<file path="config.mk">
export PLATFORM = sky130hd
export DESIGN_NAME = fsm_monitor
export DESIGN_NICKNAME = d
export VERILOG_FILES = /design/src/fsm_pkg.sv /design/src/fsm_monitor.sv /design/src/fsm_sync.sv
export SDC_FILE = /design/constraint.sdc
export NUM_CORES = 1
export LEC_CHECK = 0
export ABC_AREA = 1
export CAP_MARGIN = 20
export CORE_MARGIN = 2
export CORE_UTILIZATION = 69
export DETAILED_ROUTE_END_ITERATION = 12
export DONT_BUFFER_PORTS = 1
export HOLD_SLACK_MARGIN = 0.08
export PLACE_DENSITY = 0.85
export RECOVER_POWER = 50
export SLEW_MARGIN = 20
export SYNTH_ARGS = -nofsm -noshare
export SYNTH_HDL_FRONTEND = slang
export SYNTH_SLANG_ARGS = --single-unit
</file>
<file path="constraint.sdc">
create_clock -name clk -period 21.2 [get_ports clk]
set_input_delay 6.36 -clock clk [delete_from_list [all_inputs] [get_ports clk]]
set_output_delay 6.36 -clock clk [all_outputs]
set_load 0.01 [all_outputs]
</file>
<file path="src/fsm_pkg.sv">
// Shared constants, types and register map of the filter service monitor
package fsm_pkg;
  // Clock rate and documented times
  localparam int unsigned CLK_HZ = 20_000_000;
  localparam int unsigned LAMP_HOLD_S = 10;
  localparam int unsigned SWAP_HOLD_S = 15;
  localparam int unsigned MENU_TIMEOUT_S = 5;
  localparam int unsigned FLASH_HALF_MS = 250;
  localparam int unsigned LAMP_HOLD_CYC = LAMP_HOLD_S * CLK_HZ;
  localparam int unsigned SWAP_HOLD_CYC = SWAP_HOLD_S * CLK_HZ;
  localparam int unsigned MENU_TIMEOUT_CYC = MENU_TIMEOUT_S * CLK_HZ;
  localparam int unsigned FLASH_HALF_CYC = FLASH_HALF_MS * (CLK_HZ / 1000);
  // Counter widths
  localparam int HOLD_W = 29;
  localparam int TMO_W = 27;
  localparam int FLASH_W = 23;
  // Service life and elapsed time (elapsed in half months)
  localparam logic [4:0] LIFE_RST = 5'h06;
  localparam logic [4:0] LIFE_MIN = 5'h01;
  localparam logic [4:0] LIFE_MAX = 5'h18;
  localparam logic [5:0] ELAPSED_MAX = 6'h30;
  localparam logic [5:0] HALF_STEP_LIMIT = 6'h14;
  localparam logic [2:0] ACK_TOGGLES = 3'h6;
  localparam logic [7:0] CHAN_FIRST = 8'h01;
  // Register byte offsets
  localparam logic [7:0] ADDR_CTRL = 8'h00;
  localparam logic [7:0] ADDR_LIFE = 8'h04;
  localparam logic [7:0] ADDR_STATUS = 8'h08;
  localparam logic [7:0] ADDR_IRQ_STAT = 8'h0c;
  localparam logic [7:0] ADDR_IRQ_MASK = 8'h10;
  localparam logic [7:0] ADDR_LAST_DATE = 8'h14;
  // Field positions and reset values
  localparam int CTRL_MON_BIT = 0;
  localparam int CTRL_KEYDIS_BIT = 1;
  localparam logic [1:0] CTRL_RST = 2'h1;
  localparam int ST_SWAP_BIT = 8;
  localparam int ST_LAMP_BIT = 9;
  localparam int ST_MENU_LSB = 16;
  localparam int DATE_MONTH_LSB = 8;
  localparam int DATE_DAY_LSB = 16;
  localparam int IRQ_START = 0;
  localparam int IRQ_DONE = 1;
  localparam int IRQ_STORE = 2;
  localparam int IRQ_TMO = 3;
  localparam int IRQ_W = 4;
  localparam logic [IRQ_W-1:0] IRQ_MASK_RST = 4'h0;
  localparam logic [1:0] RESP_OKAY = 2'h0;
  localparam logic [1:0] RESP_SLVERR = 2'h2;
  // Menu states
  typedef enum logic [6:0] {
    S_IDLE = 7'h01, S_MODE = 7'h02, S_READ = 7'h04, S_ITEM = 7'h08,
    S_CHAN = 7'h10, S_EDIT = 7'h20, S_ACK = 7'h40
  } fsm_menu_t;
  // Items offered in write_config_mode
  typedef enum logic [1:0] {ITEM_ON, ITEM_LIFE, ITEM_SWAP, ITEM_OFF} fsm_item_t;
  // Items stepped through in query_view_mode
  typedef enum logic [2:0] {
    RD_CHAN, RD_MON, RD_LIFE, RD_REPL, RD_YEAR, RD_MONTH, RD_DAY, RD_OPTIME
  } fsm_rd_t;
  // Display symbols
  typedef enum logic [3:0] {
    DC_IDLE, DC_QUERY, DC_WRITE, DC_CHAN, DC_ON, DC_OFF, DC_LIFE, DC_REPL,
    DC_YEAR, DC_MONTH, DC_DAY, DC_OPTIME, DC_SWAP
  } fsm_code_t;
  typedef struct packed {
    logic [6:0] year;
    logic [3:0] month;
    logic [4:0] day;
  } fsm_date_t;
  typedef struct packed {
    fsm_code_t code;
    logic [7:0] value;
    logic lit;
  } fsm_disp_t;
endpackage : fsm_pkg

</file>
<file path="src/fsm_monitor.sv">
// Filter service monitor: menu, service life, replacement sequence, AXI4-Lite registers
//
// Summary of operation
// - Service life in months, default 6, accepted range 1 to 24.
// - Elapsed time 0 to 24 months, half-month steps below 10 months.
// - Confirm steps readout: channel, monitoring, life, replacement, year, month, day, time.
// - Write mode offers monitoring on, service life, replacement, monitoring off.
// - Advance steps edited service life from 1 up to 24.
// - One set of settings, shown under the first channel; that channel must be confirmed before an action.
// - Replacement start: flashing code, isolate sensor, fault, fault lamp, elapsed zero.
// - Reset key during replacement completes it, clearing fault, isolation and code.
// - Reset key held over 15 s with monitoring on starts a replacement.
// - Reset key held over 10 s gives the lamp test first.
// - Reset key disabled by configuration: long hold starts no replacement.
// - No button action within 5 s abandons the menu back to idle.
//
// Local design decisions: the register addresses and the AXI4-Lite slave port.
module fsm_monitor #(
  parameter int unsigned LAMP_CYC = fsm_pkg::LAMP_HOLD_CYC,
  parameter int unsigned SWAP_CYC = fsm_pkg::SWAP_HOLD_CYC,
  parameter int unsigned MENU_CYC = fsm_pkg::MENU_TIMEOUT_CYC,
  parameter int unsigned FLASH_CYC = fsm_pkg::FLASH_HALF_CYC
) (
  // Clock and reset
  input wire logic clk,
  input wire logic rst,
  // Operator pins, active low
  input wire logic btn_adv_n,
  input wire logic btn_cfm_n,
  input wire logic key_reset_n,
  // Calendar from the device clock domain
  input wire logic half_month_tick,
  input wire fsm_pkg::fsm_date_t today,
  // Operator and system outputs
  output fsm_pkg::fsm_disp_t disp,
  output logic sensor_isolate,
  output logic fault_out,
  output logic fault_led,
  output logic lamp_test,
  output logic irq,
  // AXI4-Lite write channels
  input wire logic awvalid,
  output logic awready,
  input wire logic [7:0] awaddr,
  input wire logic wvalid,
  output logic wready,
  input wire logic [31:0] wdata,
  input wire logic [3:0] wstrb,
  output logic bvalid,
  input wire logic bready,
  output logic [1:0] bresp,
  // AXI4-Lite read channels
  input wire logic arvalid,
  output logic arready,
  input wire logic [7:0] araddr,
  output logic rvalid,
  input wire logic rready,
  output logic [31:0] rdata,
  output logic [1:0] rresp
);
  import fsm_pkg::*;

  logic [2:0] pin_s;
  logic [2:0] press;
  logic [2:0] prev_q;
  logic [2:0] rise;
  logic adv_r, cfm_r, key_r, key_held;
  fsm_menu_t menu_q;
  logic mode_wr_q;
  fsm_item_t item_q;
  fsm_rd_t rd_q;
  logic [4:0] edit_q;
  logic [2:0] ack_q;
  logic [TMO_W-1:0] tmo_q;
  logic tmo_hit;
  logic [FLASH_W-1:0] flash_cnt_q;
  logic flash_ph_q, flash_tick;
  logic [1:0] ctrl_q;
  logic [4:0] life_q;
  logic [HOLD_W-1:0] hold_q;
  logic swap_q, hold_start, menu_swap, swap_start, swap_done;
  logic chan_ok, mon_on, mon_off, life_store, store_evt;
  logic [5:0] elapsed_q;
  fsm_date_t last_q;
  logic [IRQ_W-1:0] stat_q, mask_q, irq_set;
  logic aw_got_q, w_got_q, do_write;
  logic [7:0] awaddr_q;
  logic [31:0] wdata_q;
  logic wlane0_q;
  logic [31:0] rd_word;
  logic rd_hit;
  logic [7:0] opt_val;

  // Pin synchronisers, pins idle high
  for (genvar i = 0; i < 3; i++) begin : g_sync
    fsm_sync #(.RST_VAL(1'b1)) u_sync (
      .clk(clk),
      .rst(rst),
      .d(i == 0 ? btn_adv_n : (i == 1 ? btn_cfm_n : key_reset_n)),
      .q(pin_s[i])
    );
  end

  // Press edges from the synchronised levels
  assign press = ~pin_s;
  always_ff @(posedge clk or posedge rst) begin
    if (rst) begin
      prev_q <= 3'h0;
    end else begin
      prev_q <= press;
    end
  end
  assign rise = press & ~prev_q;
  assign adv_r = rise[0];
  assign cfm_r = rise[1];
  assign key_r = rise[2];
  assign key_held = press[2];

  // Flash timebase shared by ack and replacement code
  always_ff @(posedge clk or posedge rst) begin
    if (rst) begin
      flash_cnt_q <= '0;
      flash_ph_q <= 1'b0;
    end else if (flash_tick) begin
      flash_cnt_q <= '0;
      flash_ph_q <= ~flash_ph_q;
    end else begin
      flash_cnt_q <= flash_cnt_q + 1'b1;
    end
  end
  assign flash_tick = (flash_cnt_q >= FLASH_W'(FLASH_CYC - 1));

  // Menu inactivity counter
  always_ff @(posedge clk or posedge rst) begin
    if (rst) begin
      tmo_q <= '0;
    end else if (menu_q == S_IDLE || menu_q == S_ACK || adv_r || cfm_r) begin
      tmo_q <= '0;
    end else if (!tmo_hit) begin
      tmo_q <= tmo_q + 1'b1;
    end
  end
  assign tmo_hit = (tmo_q >= TMO_W'(MENU_CYC - 1));

  // Menu actions taken on confirm
  assign chan_ok = (menu_q == S_CHAN) && cfm_r && !tmo_hit;
  assign mon_on = chan_ok && item_q == ITEM_ON;
  assign mon_off = chan_ok && item_q == ITEM_OFF;
  assign menu_swap = chan_ok && item_q == ITEM_SWAP;
  assign life_store = (menu_q == S_EDIT) && cfm_r && !tmo_hit;
  assign store_evt = mon_on || mon_off || life_store;

  // Menu state machine
  always_ff @(posedge clk or posedge rst) begin
    if (rst) begin
      menu_q <= S_IDLE;
      mode_wr_q <= 1'b0;
      item_q <= ITEM_ON;
      rd_q <= RD_CHAN;
      edit_q <= LIFE_RST;
      ack_q <= 3'h0;
    end else if (menu_q != S_IDLE && menu_q != S_ACK && tmo_hit) begin
      menu_q <= S_IDLE;
    end else begin
      case (menu_q)
        S_IDLE: begin
          if (cfm_r) begin
            menu_q <= S_MODE;
            mode_wr_q <= 1'b0;
          end
        end
        S_MODE: begin
          if (adv_r) begin
            mode_wr_q <= ~mode_wr_q;
          end else if (cfm_r) begin
            menu_q <= mode_wr_q ? S_ITEM : S_READ;
            item_q <= ITEM_ON;
            rd_q <= RD_CHAN;
          end
        end
        S_READ: begin
          if (cfm_r) begin
            if (rd_q == RD_OPTIME) begin
              menu_q <= S_IDLE;
            end else begin
              rd_q <= fsm_rd_t'(rd_q + 3'h1);
            end
          end
        end
        S_ITEM: begin
          if (adv_r) begin
            item_q <= fsm_item_t'(item_q + 2'h1);
          end else if (cfm_r) begin
            menu_q <= S_CHAN;
          end
        end
        S_CHAN: begin
          if (cfm_r) begin
            edit_q <= life_q;
            ack_q <= 3'h0;
            case (item_q)
              ITEM_LIFE: menu_q <= S_EDIT;
              ITEM_SWAP: menu_q <= S_IDLE;
              default: menu_q <= S_ACK;
            endcase
          end
        end
        S_EDIT: begin
          if (adv_r) begin
            edit_q <= (edit_q >= LIFE_MAX) ? LIFE_MIN : edit_q + 5'h01;
          end else if (cfm_r) begin
            menu_q <= S_ACK;
            ack_q <= 3'h0;
          end
        end
        S_ACK: begin
          if (ack_q >= ACK_TOGGLES) begin
            menu_q <= S_IDLE;
          end else if (flash_tick) begin
            ack_q <= ack_q + 3'h1;
          end
        end
        default: menu_q <= S_IDLE;
      endcase
    end
  end

  // Settings, written by the menu or by the bus; the menu wins a tie
  always_ff @(posedge clk or posedge rst) begin
    if (rst) begin
      ctrl_q <= CTRL_RST;
      life_q <= LIFE_RST;
    end else begin
      if (do_write && wlane0_q && awaddr_q == ADDR_CTRL) begin
        ctrl_q <= wdata_q[1:0];
      end
      if (do_write && wlane0_q && awaddr_q == ADDR_LIFE &&
          wdata_q[4:0] >= LIFE_MIN && wdata_q[4:0] <= LIFE_MAX && wdata_q[7:5] == 3'h0) begin
        life_q <= wdata_q[4:0];
      end
      if (mon_on) begin
        ctrl_q[CTRL_MON_BIT] <= 1'b1;
      end
      if (mon_off) begin
        ctrl_q[CTRL_MON_BIT] <= 1'b0;
      end
      if (life_store) begin
        life_q <= edit_q;
      end
    end
  end

  // Reset key hold timer
  always_ff @(posedge clk or posedge rst) begin
    if (rst) begin
      hold_q <= '0;
      lamp_test <= 1'b0;
    end else begin
      if (!key_held) begin
        hold_q <= '0;
      end else if (hold_q < HOLD_W'(SWAP_CYC)) begin
        hold_q <= hold_q + 1'b1;
      end
      lamp_test <= key_held && hold_q >= HOLD_W'(LAMP_CYC);
    end
  end
  assign hold_start = key_held && hold_q == HOLD_W'(SWAP_CYC - 1) &&
                      ctrl_q[CTRL_MON_BIT] && !ctrl_q[CTRL_KEYDIS_BIT];
  assign swap_start = (menu_swap || hold_start) && !swap_q;
  assign swap_done = swap_q && key_r && !swap_start;

  // Replacement sequence outputs
  always_ff @(posedge clk or posedge rst) begin
    if (rst) begin
      swap_q <= 1'b0;
      sensor_isolate <= 1'b0;
      fault_out <= 1'b0;
      fault_led <= 1'b0;
      last_q <= '0;
    end else if (swap_start) begin
      swap_q <= 1'b1;
      sensor_isolate <= 1'b1;
      fault_out <= 1'b1;
      fault_led <= 1'b1;
    end else if (swap_done) begin
      swap_q <= 1'b0;
      sensor_isolate <= 1'b0;
      fault_out <= 1'b0;
      fault_led <= 1'b0;
      last_q <= today;
    end
  end

  // Elapsed time in half months, frozen during a replacement
  always_ff @(posedge clk or posedge rst) begin
    if (rst) begin
      elapsed_q <= 6'h00;
    end else if (swap_start) begin
      elapsed_q <= 6'h00;
    end else if (!swap_q && half_month_tick && elapsed_q < ELAPSED_MAX) begin
      elapsed_q <= elapsed_q + 6'h01;
    end
  end
  // Whole months from 10 months up
  assign opt_val = {2'h0, (elapsed_q < HALF_STEP_LIMIT) ? elapsed_q
                                                       : (elapsed_q & 6'h3e)};

  // Display register
  always_ff @(posedge clk or posedge rst) begin
    if (rst) begin
      disp <= '{code: DC_IDLE, value: 8'h00, lit: 1'b1};
    end else begin
      disp.lit <= 1'b1;
      disp.value <= 8'h00;
      case (menu_q)
        S_IDLE: begin
          disp.code <= swap_q ? DC_SWAP : DC_IDLE;
          disp.lit <= flash_ph_q;
        end
        S_MODE: disp.code <= mode_wr_q ? DC_WRITE : DC_QUERY;
        S_READ: begin
          case (rd_q)
            RD_CHAN: begin
              disp.code <= DC_CHAN;
              disp.value <= CHAN_FIRST;
            end
            RD_MON: disp.code <= ctrl_q[CTRL_MON_BIT] ? DC_ON : DC_OFF;
            RD_LIFE: begin
              disp.code <= DC_LIFE;
              disp.value <= {3'h0, life_q};
            end
            RD_REPL: disp.code <= DC_REPL;
            RD_YEAR: begin
              disp.code <= DC_YEAR;
              disp.value <= {1'b0, last_q.year};
            end
            RD_MONTH: begin
              disp.code <= DC_MONTH;
              disp.value <= {4'h0, last_q.month};
            end
            RD_DAY: begin
              disp.code <= DC_DAY;
              disp.value <= {3'h0, last_q.day};
            end
            default: begin
              disp.code <= DC_OPTIME;
              disp.value <= opt_val;
            end
          endcase
        end
        S_ITEM: begin
          case (item_q)
            ITEM_ON: disp.code <= DC_ON;
            ITEM_LIFE: disp.code <= DC_LIFE;
            ITEM_SWAP: disp.code <= DC_REPL;
            default: disp.code <= DC_OFF;
          endcase
        end
        S_CHAN: begin
          disp.code <= DC_CHAN;
          disp.value <= CHAN_FIRST;
        end
        S_EDIT: begin
          disp.code <= DC_LIFE;
          disp.value <= {3'h0, edit_q};
        end
        S_ACK: begin
          disp.value <= disp.value;
          disp.lit <= ~ack_q[0]; // Starts lit, one toggle per count
        end
        default: disp.code <= DC_IDLE;
      endcase
    end
  end

  // Sticky interrupt status, set wins over write-one-to-clear
  assign irq_set = {(menu_q != S_IDLE && menu_q != S_ACK && tmo_hit), store_evt,
                    swap_done, swap_start};
  always_ff @(posedge clk or posedge rst) begin
    if (rst) begin
      stat_q <= '0;
      mask_q <= IRQ_MASK_RST;
      irq <= 1'b0;
    end else begin
      stat_q <= (stat_q & ~((do_write && wlane0_q && awaddr_q == ADDR_IRQ_STAT) ?
                 wdata_q[IRQ_W-1:0] : 4'h0)) | irq_set;
      if (do_write && wlane0_q && awaddr_q == ADDR_IRQ_MASK) begin
        mask_q <= wdata_q[IRQ_W-1:0];
      end
      irq <= |(stat_q & mask_q);
    end
  end

  // Register read decode
  always_comb begin
    rd_word = 32'h0000_0000;
    rd_hit = 1'b1;
    case (araddr)
      ADDR_CTRL: rd_word[1:0] = ctrl_q;
      ADDR_LIFE: rd_word[4:0] = life_q;
      ADDR_STATUS: begin
        rd_word[5:0] = elapsed_q;
        rd_word[ST_SWAP_BIT] = swap_q;
        rd_word[ST_LAMP_BIT] = lamp_test;
        rd_word[ST_MENU_LSB +: 7] = menu_q;
      end
      ADDR_IRQ_STAT: rd_word[IRQ_W-1:0] = stat_q;
      ADDR_IRQ_MASK: rd_word[IRQ_W-1:0] = mask_q;
      ADDR_LAST_DATE: begin
        rd_word[6:0] = last_q.year;
        rd_word[DATE_MONTH_LSB +: 4] = last_q.month;
        rd_word[DATE_DAY_LSB +: 5] = last_q.day;
      end
      default: rd_hit = 1'b0;
    endcase
  end
  assign do_write = aw_got_q && w_got_q && !bvalid;

  // AXI4-Lite write path: address and data in either order, then response
  always_ff @(posedge clk or posedge rst) begin
    if (rst) begin
      awready <= 1'b0;
      wready <= 1'b0;
      aw_got_q <= 1'b0;
      w_got_q <= 1'b0;
      awaddr_q <= 8'h00;
      wdata_q <= 32'h0000_0000;
      wlane0_q <= 1'b0;
      bvalid <= 1'b0;
      bresp <= RESP_OKAY;
    end else begin
      awready <= !(aw_got_q || bvalid || (awvalid && awready));
      wready <= !(w_got_q || bvalid || (wvalid && wready));
      if (awvalid && awready) begin
        aw_got_q <= 1'b1;
        awaddr_q <= awaddr;
      end
      if (wvalid && wready) begin
        w_got_q <= 1'b1;
        wdata_q <= wdata;
        wlane0_q <= wstrb[0];
      end
      if (do_write) begin
        aw_got_q <= 1'b0;
        w_got_q <= 1'b0;
        bvalid <= 1'b1;
        bresp <= (awaddr_q == ADDR_CTRL || awaddr_q == ADDR_LIFE ||
                  awaddr_q == ADDR_IRQ_STAT || awaddr_q == ADDR_IRQ_MASK ||
                  awaddr_q == ADDR_STATUS || awaddr_q == ADDR_LAST_DATE) ?
                 RESP_OKAY : RESP_SLVERR;
      end else if (bvalid && bready) begin
        bvalid <= 1'b0;
      end
    end
  end

  // AXI4-Lite read path
  always_ff @(posedge clk or posedge rst) begin
    if (rst) begin
      arready <= 1'b0;
      rvalid <= 1'b0;
      rdata <= 32'h0000_0000;
      rresp <= RESP_OKAY;
    end else begin
      arready <= !(rvalid || (arvalid && arready));
      if (arvalid && arready) begin
        rvalid <= 1'b1;
        rdata <= rd_word;
        rresp <= rd_hit ? RESP_OKAY : RESP_SLVERR;
      end else if (rvalid && rready) begin
        rvalid <= 1'b0;
      end
    end
  end
endmodule : fsm_monitor

</file>
<file path="src/fsm_sync.sv">
// Two-flop synchroniser for an asynchronous operator pin
module fsm_sync #(
  parameter logic RST_VAL = 1'b1
) (
  // Clock and reset
  input wire logic clk,
  input wire logic rst,
  // Pin and synchronised level
  input wire logic d,
  output logic q
);
  logic meta_q;

  // Second flop is the only reader of the first
  always_ff @(posedge clk or posedge rst) begin
    if (rst) begin
      meta_q <= RST_VAL;
      q <= RST_VAL;
    end else begin
      meta_q <= d;
      q <= meta_q;
    end
  end
endmodule : fsm_sync
</file>
==> results of run 1 <==
logic make-up after synthesis:
group,after synthesis
adders and majority gates,17
AOI/OAI and AO/OA,209
and+or+nand+nor,824
DFF,206
buffers and inverters,251
xor gates and xnor gates,31
other,1
per-stage QoR:
step | cell area (um^2) | power [mW]
final | 12260 | 1.057
after global routing | 12260 | 1.109
after CTS | 12370 | 1.066
after detailed placement | 11650 | 0.6852
after global placement | 11650 | 0.6766
after floorplan | 11660 | 0.6361
sequential cells by signal, summed over array words and instances (netlist names), 4 cells and up:
signal,flops
wdata_q,8
life_q,5
last_q,16
stat_q,4
disp,12
elapsed_q,6
tmo_q,27
awaddr_q,8
menu_q,7
rdata,18
edit_q,5
flash_cnt_q,23
hold_q,29
mask_q,4
where the power goes:
part | total [mW] | leakage (nW) | switching (mW) | internal [mW]
clock network | 0.381 | 0.351 | 0.152 | 0.229
registers | 0.494 | 2.64 | 0.0482 | 0.445
logic | 0.182 | 2.73 | 0.129 | 0.0529
total | 1.06 | 5.73 | 0.330 | 0.727
cell usage in the layout, fill, tap and decap left out, types with 11 or more instances in the layout:
master and instances:
xor2_1 28, nand4_1 50, conb_1 17, o21ai_0 110
nor4_1 11, dfrtp_1 193, nand2_1 389, nor2_1 169
inv_1 186, nand3_1 113, clkbuf_16 23, o31ai_1 11
o22ai_1 12, ha_1 17, a21oi_1 46, nor3_1 57
worst reg2reg max path, cell delays in order (launching register included):
cell	delay [ns]
dfstp_1	0.60
inv_1	0.08
nand2_1	0.06
inv_1	0.06
nand2_1	0.21
clkinv_1	0.11
nand2_1	0.24
nand2_1	0.15
nor3_1	1.56
nand2_1	0.79
clkinv_1	0.42
nand2_1	0.11
o31ai_1	0.09
routing by layer:
metal	part of all wire, %	vias up
met5	0	-
met4	2.3	0
met3	6.5	63
met2	48	398
met1	43	4882
li1	-	4998
final timing paths:
| check | slack, ns | endpoint | startpoint | depth (start not counted) |
|---|---|---|---|---|
| setup / recovery | 11.06 | last_q[12]$_DFFE_PP0P_ | rst | 2 |
| hold / removal | 0.36 | g_sync[2].u_sync.q$_DFF_PP1_ | g_sync[2].u_sync.meta_q$_DFF_PP1_ | 0 |
| setup reg to reg | 16.61 | tmo_q[22]$_DFFE_PP0P_ | menu_q[0]$_DFFE_PP1P_ | 12 |
| hold reg to reg | 0.36 | g_sync[2].u_sync.q$_DFF_PP1_ | g_sync[2].u_sync.meta_q$_DFF_PP1_ | 0 |
| max in group clk | 13.57 | rdata[4]$_DFFE_PP0P_ | araddr[6] | 7 |
| min in group asynchronous | 7.45 | tmo_q[2]$_DFFE_PP0P_ | rst | 1 |
layout make-up:
| cell class | instances | share of cell area [%] |
|---|---|---|
| multi-input cells | 1098 | 43.37 |
| flip-flops and latches | 206 | 42.18 |
| inverters | 200 | 6.133 |
| clock buffers | 36 | 5.501 |
| well taps | 220 | 2.245 |
| clock inverters | 4 | 0.3878 |
| repair buffers | 4 | 0.1837 |
==> run metrics, run 1 <==
status complete, but fails checks; failing checks capacitance limit, slew limit; number of inserted diodes 0; GRT Total Usage 32.11%; CP top delay family buffers and inverters; Post-Synth XOR/XNOR Area 2.341%; vias per inst between 5 and 6; Unique masters post-synth 55; most frequent cell after synthesis nand2_1; Bufs on Longest Clock Path 3; area leader, netlist dfrtp_1; Util after Layout 74.20%; CTS Hold Bufs 0; Fillers about 1.3k; Synth Cell Area ~12000 um^2; startpoint class of the critical path primary input; CTS Root Cell clkbuf_16; # DRC 0; warning count from the yosys run 0; Detail Placement HPWL 20.10 mm; GRT met3 Usage 4.756%; kind of critical path in -> async; syn avg cell area 7.537 um^2; arrival time worst endpoint around 11 ns; layout cells sized above 1 under 10%; Synth Flop Type dfrtp_1; CTS tree yes; Cell Chain, Critical Path clkinvlp_2 -> buf_4; # resized after CTS 0; starting DRC count in detailed routing 974; Synth Area in Compound Gates 10.18%; Yosys reg bits ~210; total global routing overflow 0; total area of sequential cells 5171 um^2; simple-gate portion of the synthesized area 31.70%; slowest cell on the critical path clkinvlp_2; largest net degree at the start of global routing 127; Critical Path End Type async pin; final worst path period share ~48%; number of global-route vias before repair slightly below 10k; Clock Skews 0.01143 ns; IO buf count 0; post-CTS setup repair buffer count 0; DR pass1 iterations 6; VDD IR-drop max 75.50 uV; Hold Fails Final Rpt 0; Least-Margin Pin Slew 5.476 ns; fraction of registers with async set/reset 100.0%; final setup vio count 0; core area 16520 um^2; Placed Instances 1728; final worst slack ~11 ns; Synth top area share 41.64%; clock-pin slew on the worst setup and hold paths 0.06 ns; routability cong. 0.9160; final net count 1628; Starting Density 70.20%; Seq/Total Area, Yosys about 45%; worst path required time 21.69 ns; std cell rows 47; hold slack final 0.3604 ns; adder-cell share of the synthesized area around 1.8%; initial antenna violation count 0; Die Footprint 17870 um^2; Post-synth EDFFs 0; M2 GR Usage 53.84%; Slew Limit Fails about 140; DR vias 10.34k; PD cells 86.19 nW/um^2; Detail Route Antenna Nets 0; Die Y 133.7 um; P&R area growth vs syn 5.695%; CP peak stage delay 3.02 ns; Worst Path Max Fanout 126; Syn Inst Count approximately 1.5k; worst rel slew slack -267.1%; CTS sink count 206; met1 GRT Util 43.93%; worst slack, placed 13.08 ns; Layout Cells excl Fill 1768; multi-input logic area 5318 um^2; Bufs and invs on worst path 2; leakage 5.725 nW; Tmin final 10.14 ns; die width 133.7 um; RSZ-0062 raised after global routing false; multiplexer area fraction after synthesis 0%; first-pass GRT wire length 47.11 mm; Max Cap Viol 2; CTS H-tree depth 1; synth cell count leaders 381 x nand2_1, 193 x dfrtp_1, 180 x inv_1; Top Ports 138; Tightest Hold Check Type reg -> reg; Final Routed Wirelength 28.29 mm; WL/cell between 15 and 20 um; Synth area leaders dfrtp_1 42%, nand2_1 12%, inv_1 5.8%; worst skew pair latency 0.51 ns; TNS Setup 0 ns; FMAX about 100 MHz; combinational family with the most area after synthesis simple AND/OR/NAND/NOR gates; CTS Buf Count 22; GR peak layer met2
Power figures use the tool's default switching activity.
==> run 2, diff against run 1 <==
- CORE_UTILIZATION: 69 -> 58
- PLACE_DENSITY: 0.85 -> 0.76
- clock period: 21.2 -> 9.3 ns (I/O delays scaled with it)
==> run 2 against run 1 <==
Net effect: the flow still finishes with violations (capacitance limit, slew limit); hold slack improved by 0.00060 ns; first-iteration DRC count decreased by 15%; critical path depth increased by 10; worst setup slack got worse by 6.4 ns; die area increased by 18%; global-route usage decreased by 5.6 points; combinational power increased by 130%; cell count increased by 2.6%; clock power increased to 2.7 times the previous value; critical endpoint is now tmo_q[22]$_DFFE_PP0P_; largest cell class unchanged; largest power group unchanged.
==> run metrics, run 2 (synthesized netlist as in run 1, its figures left out) <==
Die Footprint roughly 21000 um^2; Tmin final 4.625 ns; arrival time worst endpoint approximately 5 ns; worst skew pair latency 0.50 ns; Top Ports 138; die width 145.4 um; core area 19530 um^2; most common cell after layout, fill and taps aside nand2_1; Clock power frac 39.6%; final setup vio count 0; startpoint class of the critical path flip-flop; Power, Total roughly 2.5 mW; Worst Path Max Fanout 16; CP peak stage delay 1.63 ns; final worst path period share 49.73%; vias per inst 5.579; CTS sink count 206; Tightest Hold Check Type reg -> reg; FMAX 216.2 MHz; status complete, but fails checks; failing checks capacitance limit, slew limit; Final Routed Wirelength 28.42 mm; Least-Margin Pin Slew 2.167 ns; IO buf count 0; std cell rows 51; PD cells ~200 nW/um^2; leakage roughly 5.8 nW; switching portion of total power 30.06%; number of inserted diodes 0; Die Y 145.4 um; number of global-route vias before repair 9532; GRT Total Usage about a quarter; CTS Root Cell clkbuf_16; DR pass1 iterations 5; RSZ-0062 raised after global routing false; Starting Density 59.41%; CTS Hold Bufs 0; # DRC 0; Hold Path Stages 0; Layout Cells excl Fill about 1.8k; final net count approximately 1.6k; largest net degree at the start of global routing 129; P&R area growth vs syn 7.432%; WL/cell approximately 16 um; worst hold start g_sync[2].u_sync.meta_q$_DFF_PP1_; R2R setup slack 4.67 ns; CTS tree yes; reg-to-reg startpoint menu_q[0]$_DFFE_PP1P_; Psw 0.7651 mW; total global routing overflow 0; placed inst area 11700 um^2; Int Pwr 1.780 mW; Seq pwr share 44.2%; routability cong. between 0.9 and 1; r2r endpoint tmo_q[22]$_DFFE_PP0P_; most frequent cells in the layout 389 x nand2_1, 193 x dfrtp_1, 186 x inv_1; DR vias 10.12k; Critical Path Most Common Cell nand2_1; Critical Path End Type flip-flop; CTS Buf Count 23; Largest register FFs 29; logic gate share of total power 16.2%; Max Cap Viol 1; clock-pin slew on the worst setup and hold paths roughly 0.060 ns; layout cells sized above 1 5.617%; VDD IR-drop max 205.4 uV; post-CTS setup repair buffer count 0; CTS H-tree depth 1; Cell Chain, Critical Path inv_1 -> nand2_1 -> inv_1 -> nand2_1 -> clkinv_1 -> nand2_1 -> nand2_1 -> nor3_1 -> nand2_1 -> clkinv_1 -> nand2_1 -> o31ai_1; Placed Instances ~1.8k; Biggest register hold_q; first-pass GRT wire length around 47 mm; TNS Setup 0 ns; Util after Layout between 60% and 70%; starting DRC count in detailed routing approximately 830; Hold Fails Final Rpt 0; Bufs on Longest Clock Path 3; Slew Limit Fails 17; kind of critical path reg -> reg; worst rel slew slack -45.58%; Detail Placement HPWL 20.43 mm; design area 12460 um^2; slowest cell on the critical path nor3_1; R2R cell count 12; worst path required time between 9 and 10 ns; Hold Path End g_sync[2].u_sync.q$_DFF_PP1_; initial antenna violation count 0; Regs by FF count hold_q x29, tmo_q x27, flash_cnt_q x23; # resized after CTS 0; Clock Skews roughly 0.012 ns; Detail Route Antenna Nets 0
run 2: power groups by stage:
stage / clock network (mW) / logic (mW) / registers [mW]
detailed placement: 0 / 0.423 / 1.14
global placement: 0 / 0.414 / 1.14
finish: 1.01 / 0.413 / 1.12
CTS: 1.02 / 0.426 / 1.12
floorplan: 0 / 0.343 / 1.11
global route: 1.06 / 0.475 / 1.14
run 2: area by class of cell:
class	instances	area, um^2
clock buffers	30	631.9
well taps	265	331.6
clock inverters	11	211.5
multi-input cells	1098	5315
inverters	200	758.2
flip-flops and latches	206	5171
fillers	1743	7064
repair buffers	4	42.54
run 2: worst max-delay path by stage:
stage                                     start               endpoint  slack [ns]  cells past startpoint
after floorplan                             rst   ack_q[0]$_DFFE_PP0P_        0.91                      1
after global placement                  arvalid     rvalid$_DFFE_PP0P_        4.72                      4
after detailed placement                arvalid     rvalid$_DFFE_PP0P_        4.67                      4
after CTS                               arvalid     rvalid$_DFFE_PP0P_        5.20                      4
after global routing      menu_q[0]$_DFFE_PP1P_  tmo_q[22]$_DFFE_PP0P_        4.42                     12
final                     menu_q[0]$_DFFE_PP1P_  tmo_q[22]$_DFFE_PP0P_        4.67                     12
run 2: worst max-delay path, delay by kind of cell, from the launching register on:
kind / cells / cell delay [ns]
and+or+nand+nor: 7 / 3.15
buffers and inverters: 4 / 0.64
AOI/OAI and AO/OA: 1 / 0.08
DFF: 1 / 0.62
run 2: metal layers:
layer | track usage (%) | wire length [um] | vias up | share of wire (%)
met5 | 0 | 0 | - | 0
met4 | 6.422 | 677 | 0 | 2.4
met3 | 4.389 | 1662 | 53 | 5.8
met2 | 44.74 | 13280 | 292 | 47
met1 | 36.02 | 12800 | 4794 | 45
li1 | - | - | 4981 | -
run 2: per-stage QoR:
step / setup slack (ns) / hold slack [ns]
final: 4.675 / 0.3610
after global routing: 4.424 / 0.3634
after CTS: 5.198 / 0.3563
after detailed placement: 4.665 / 0.3475
after global placement: 4.717 / 0.3460
after floorplan: 0.9074 / 0.3452
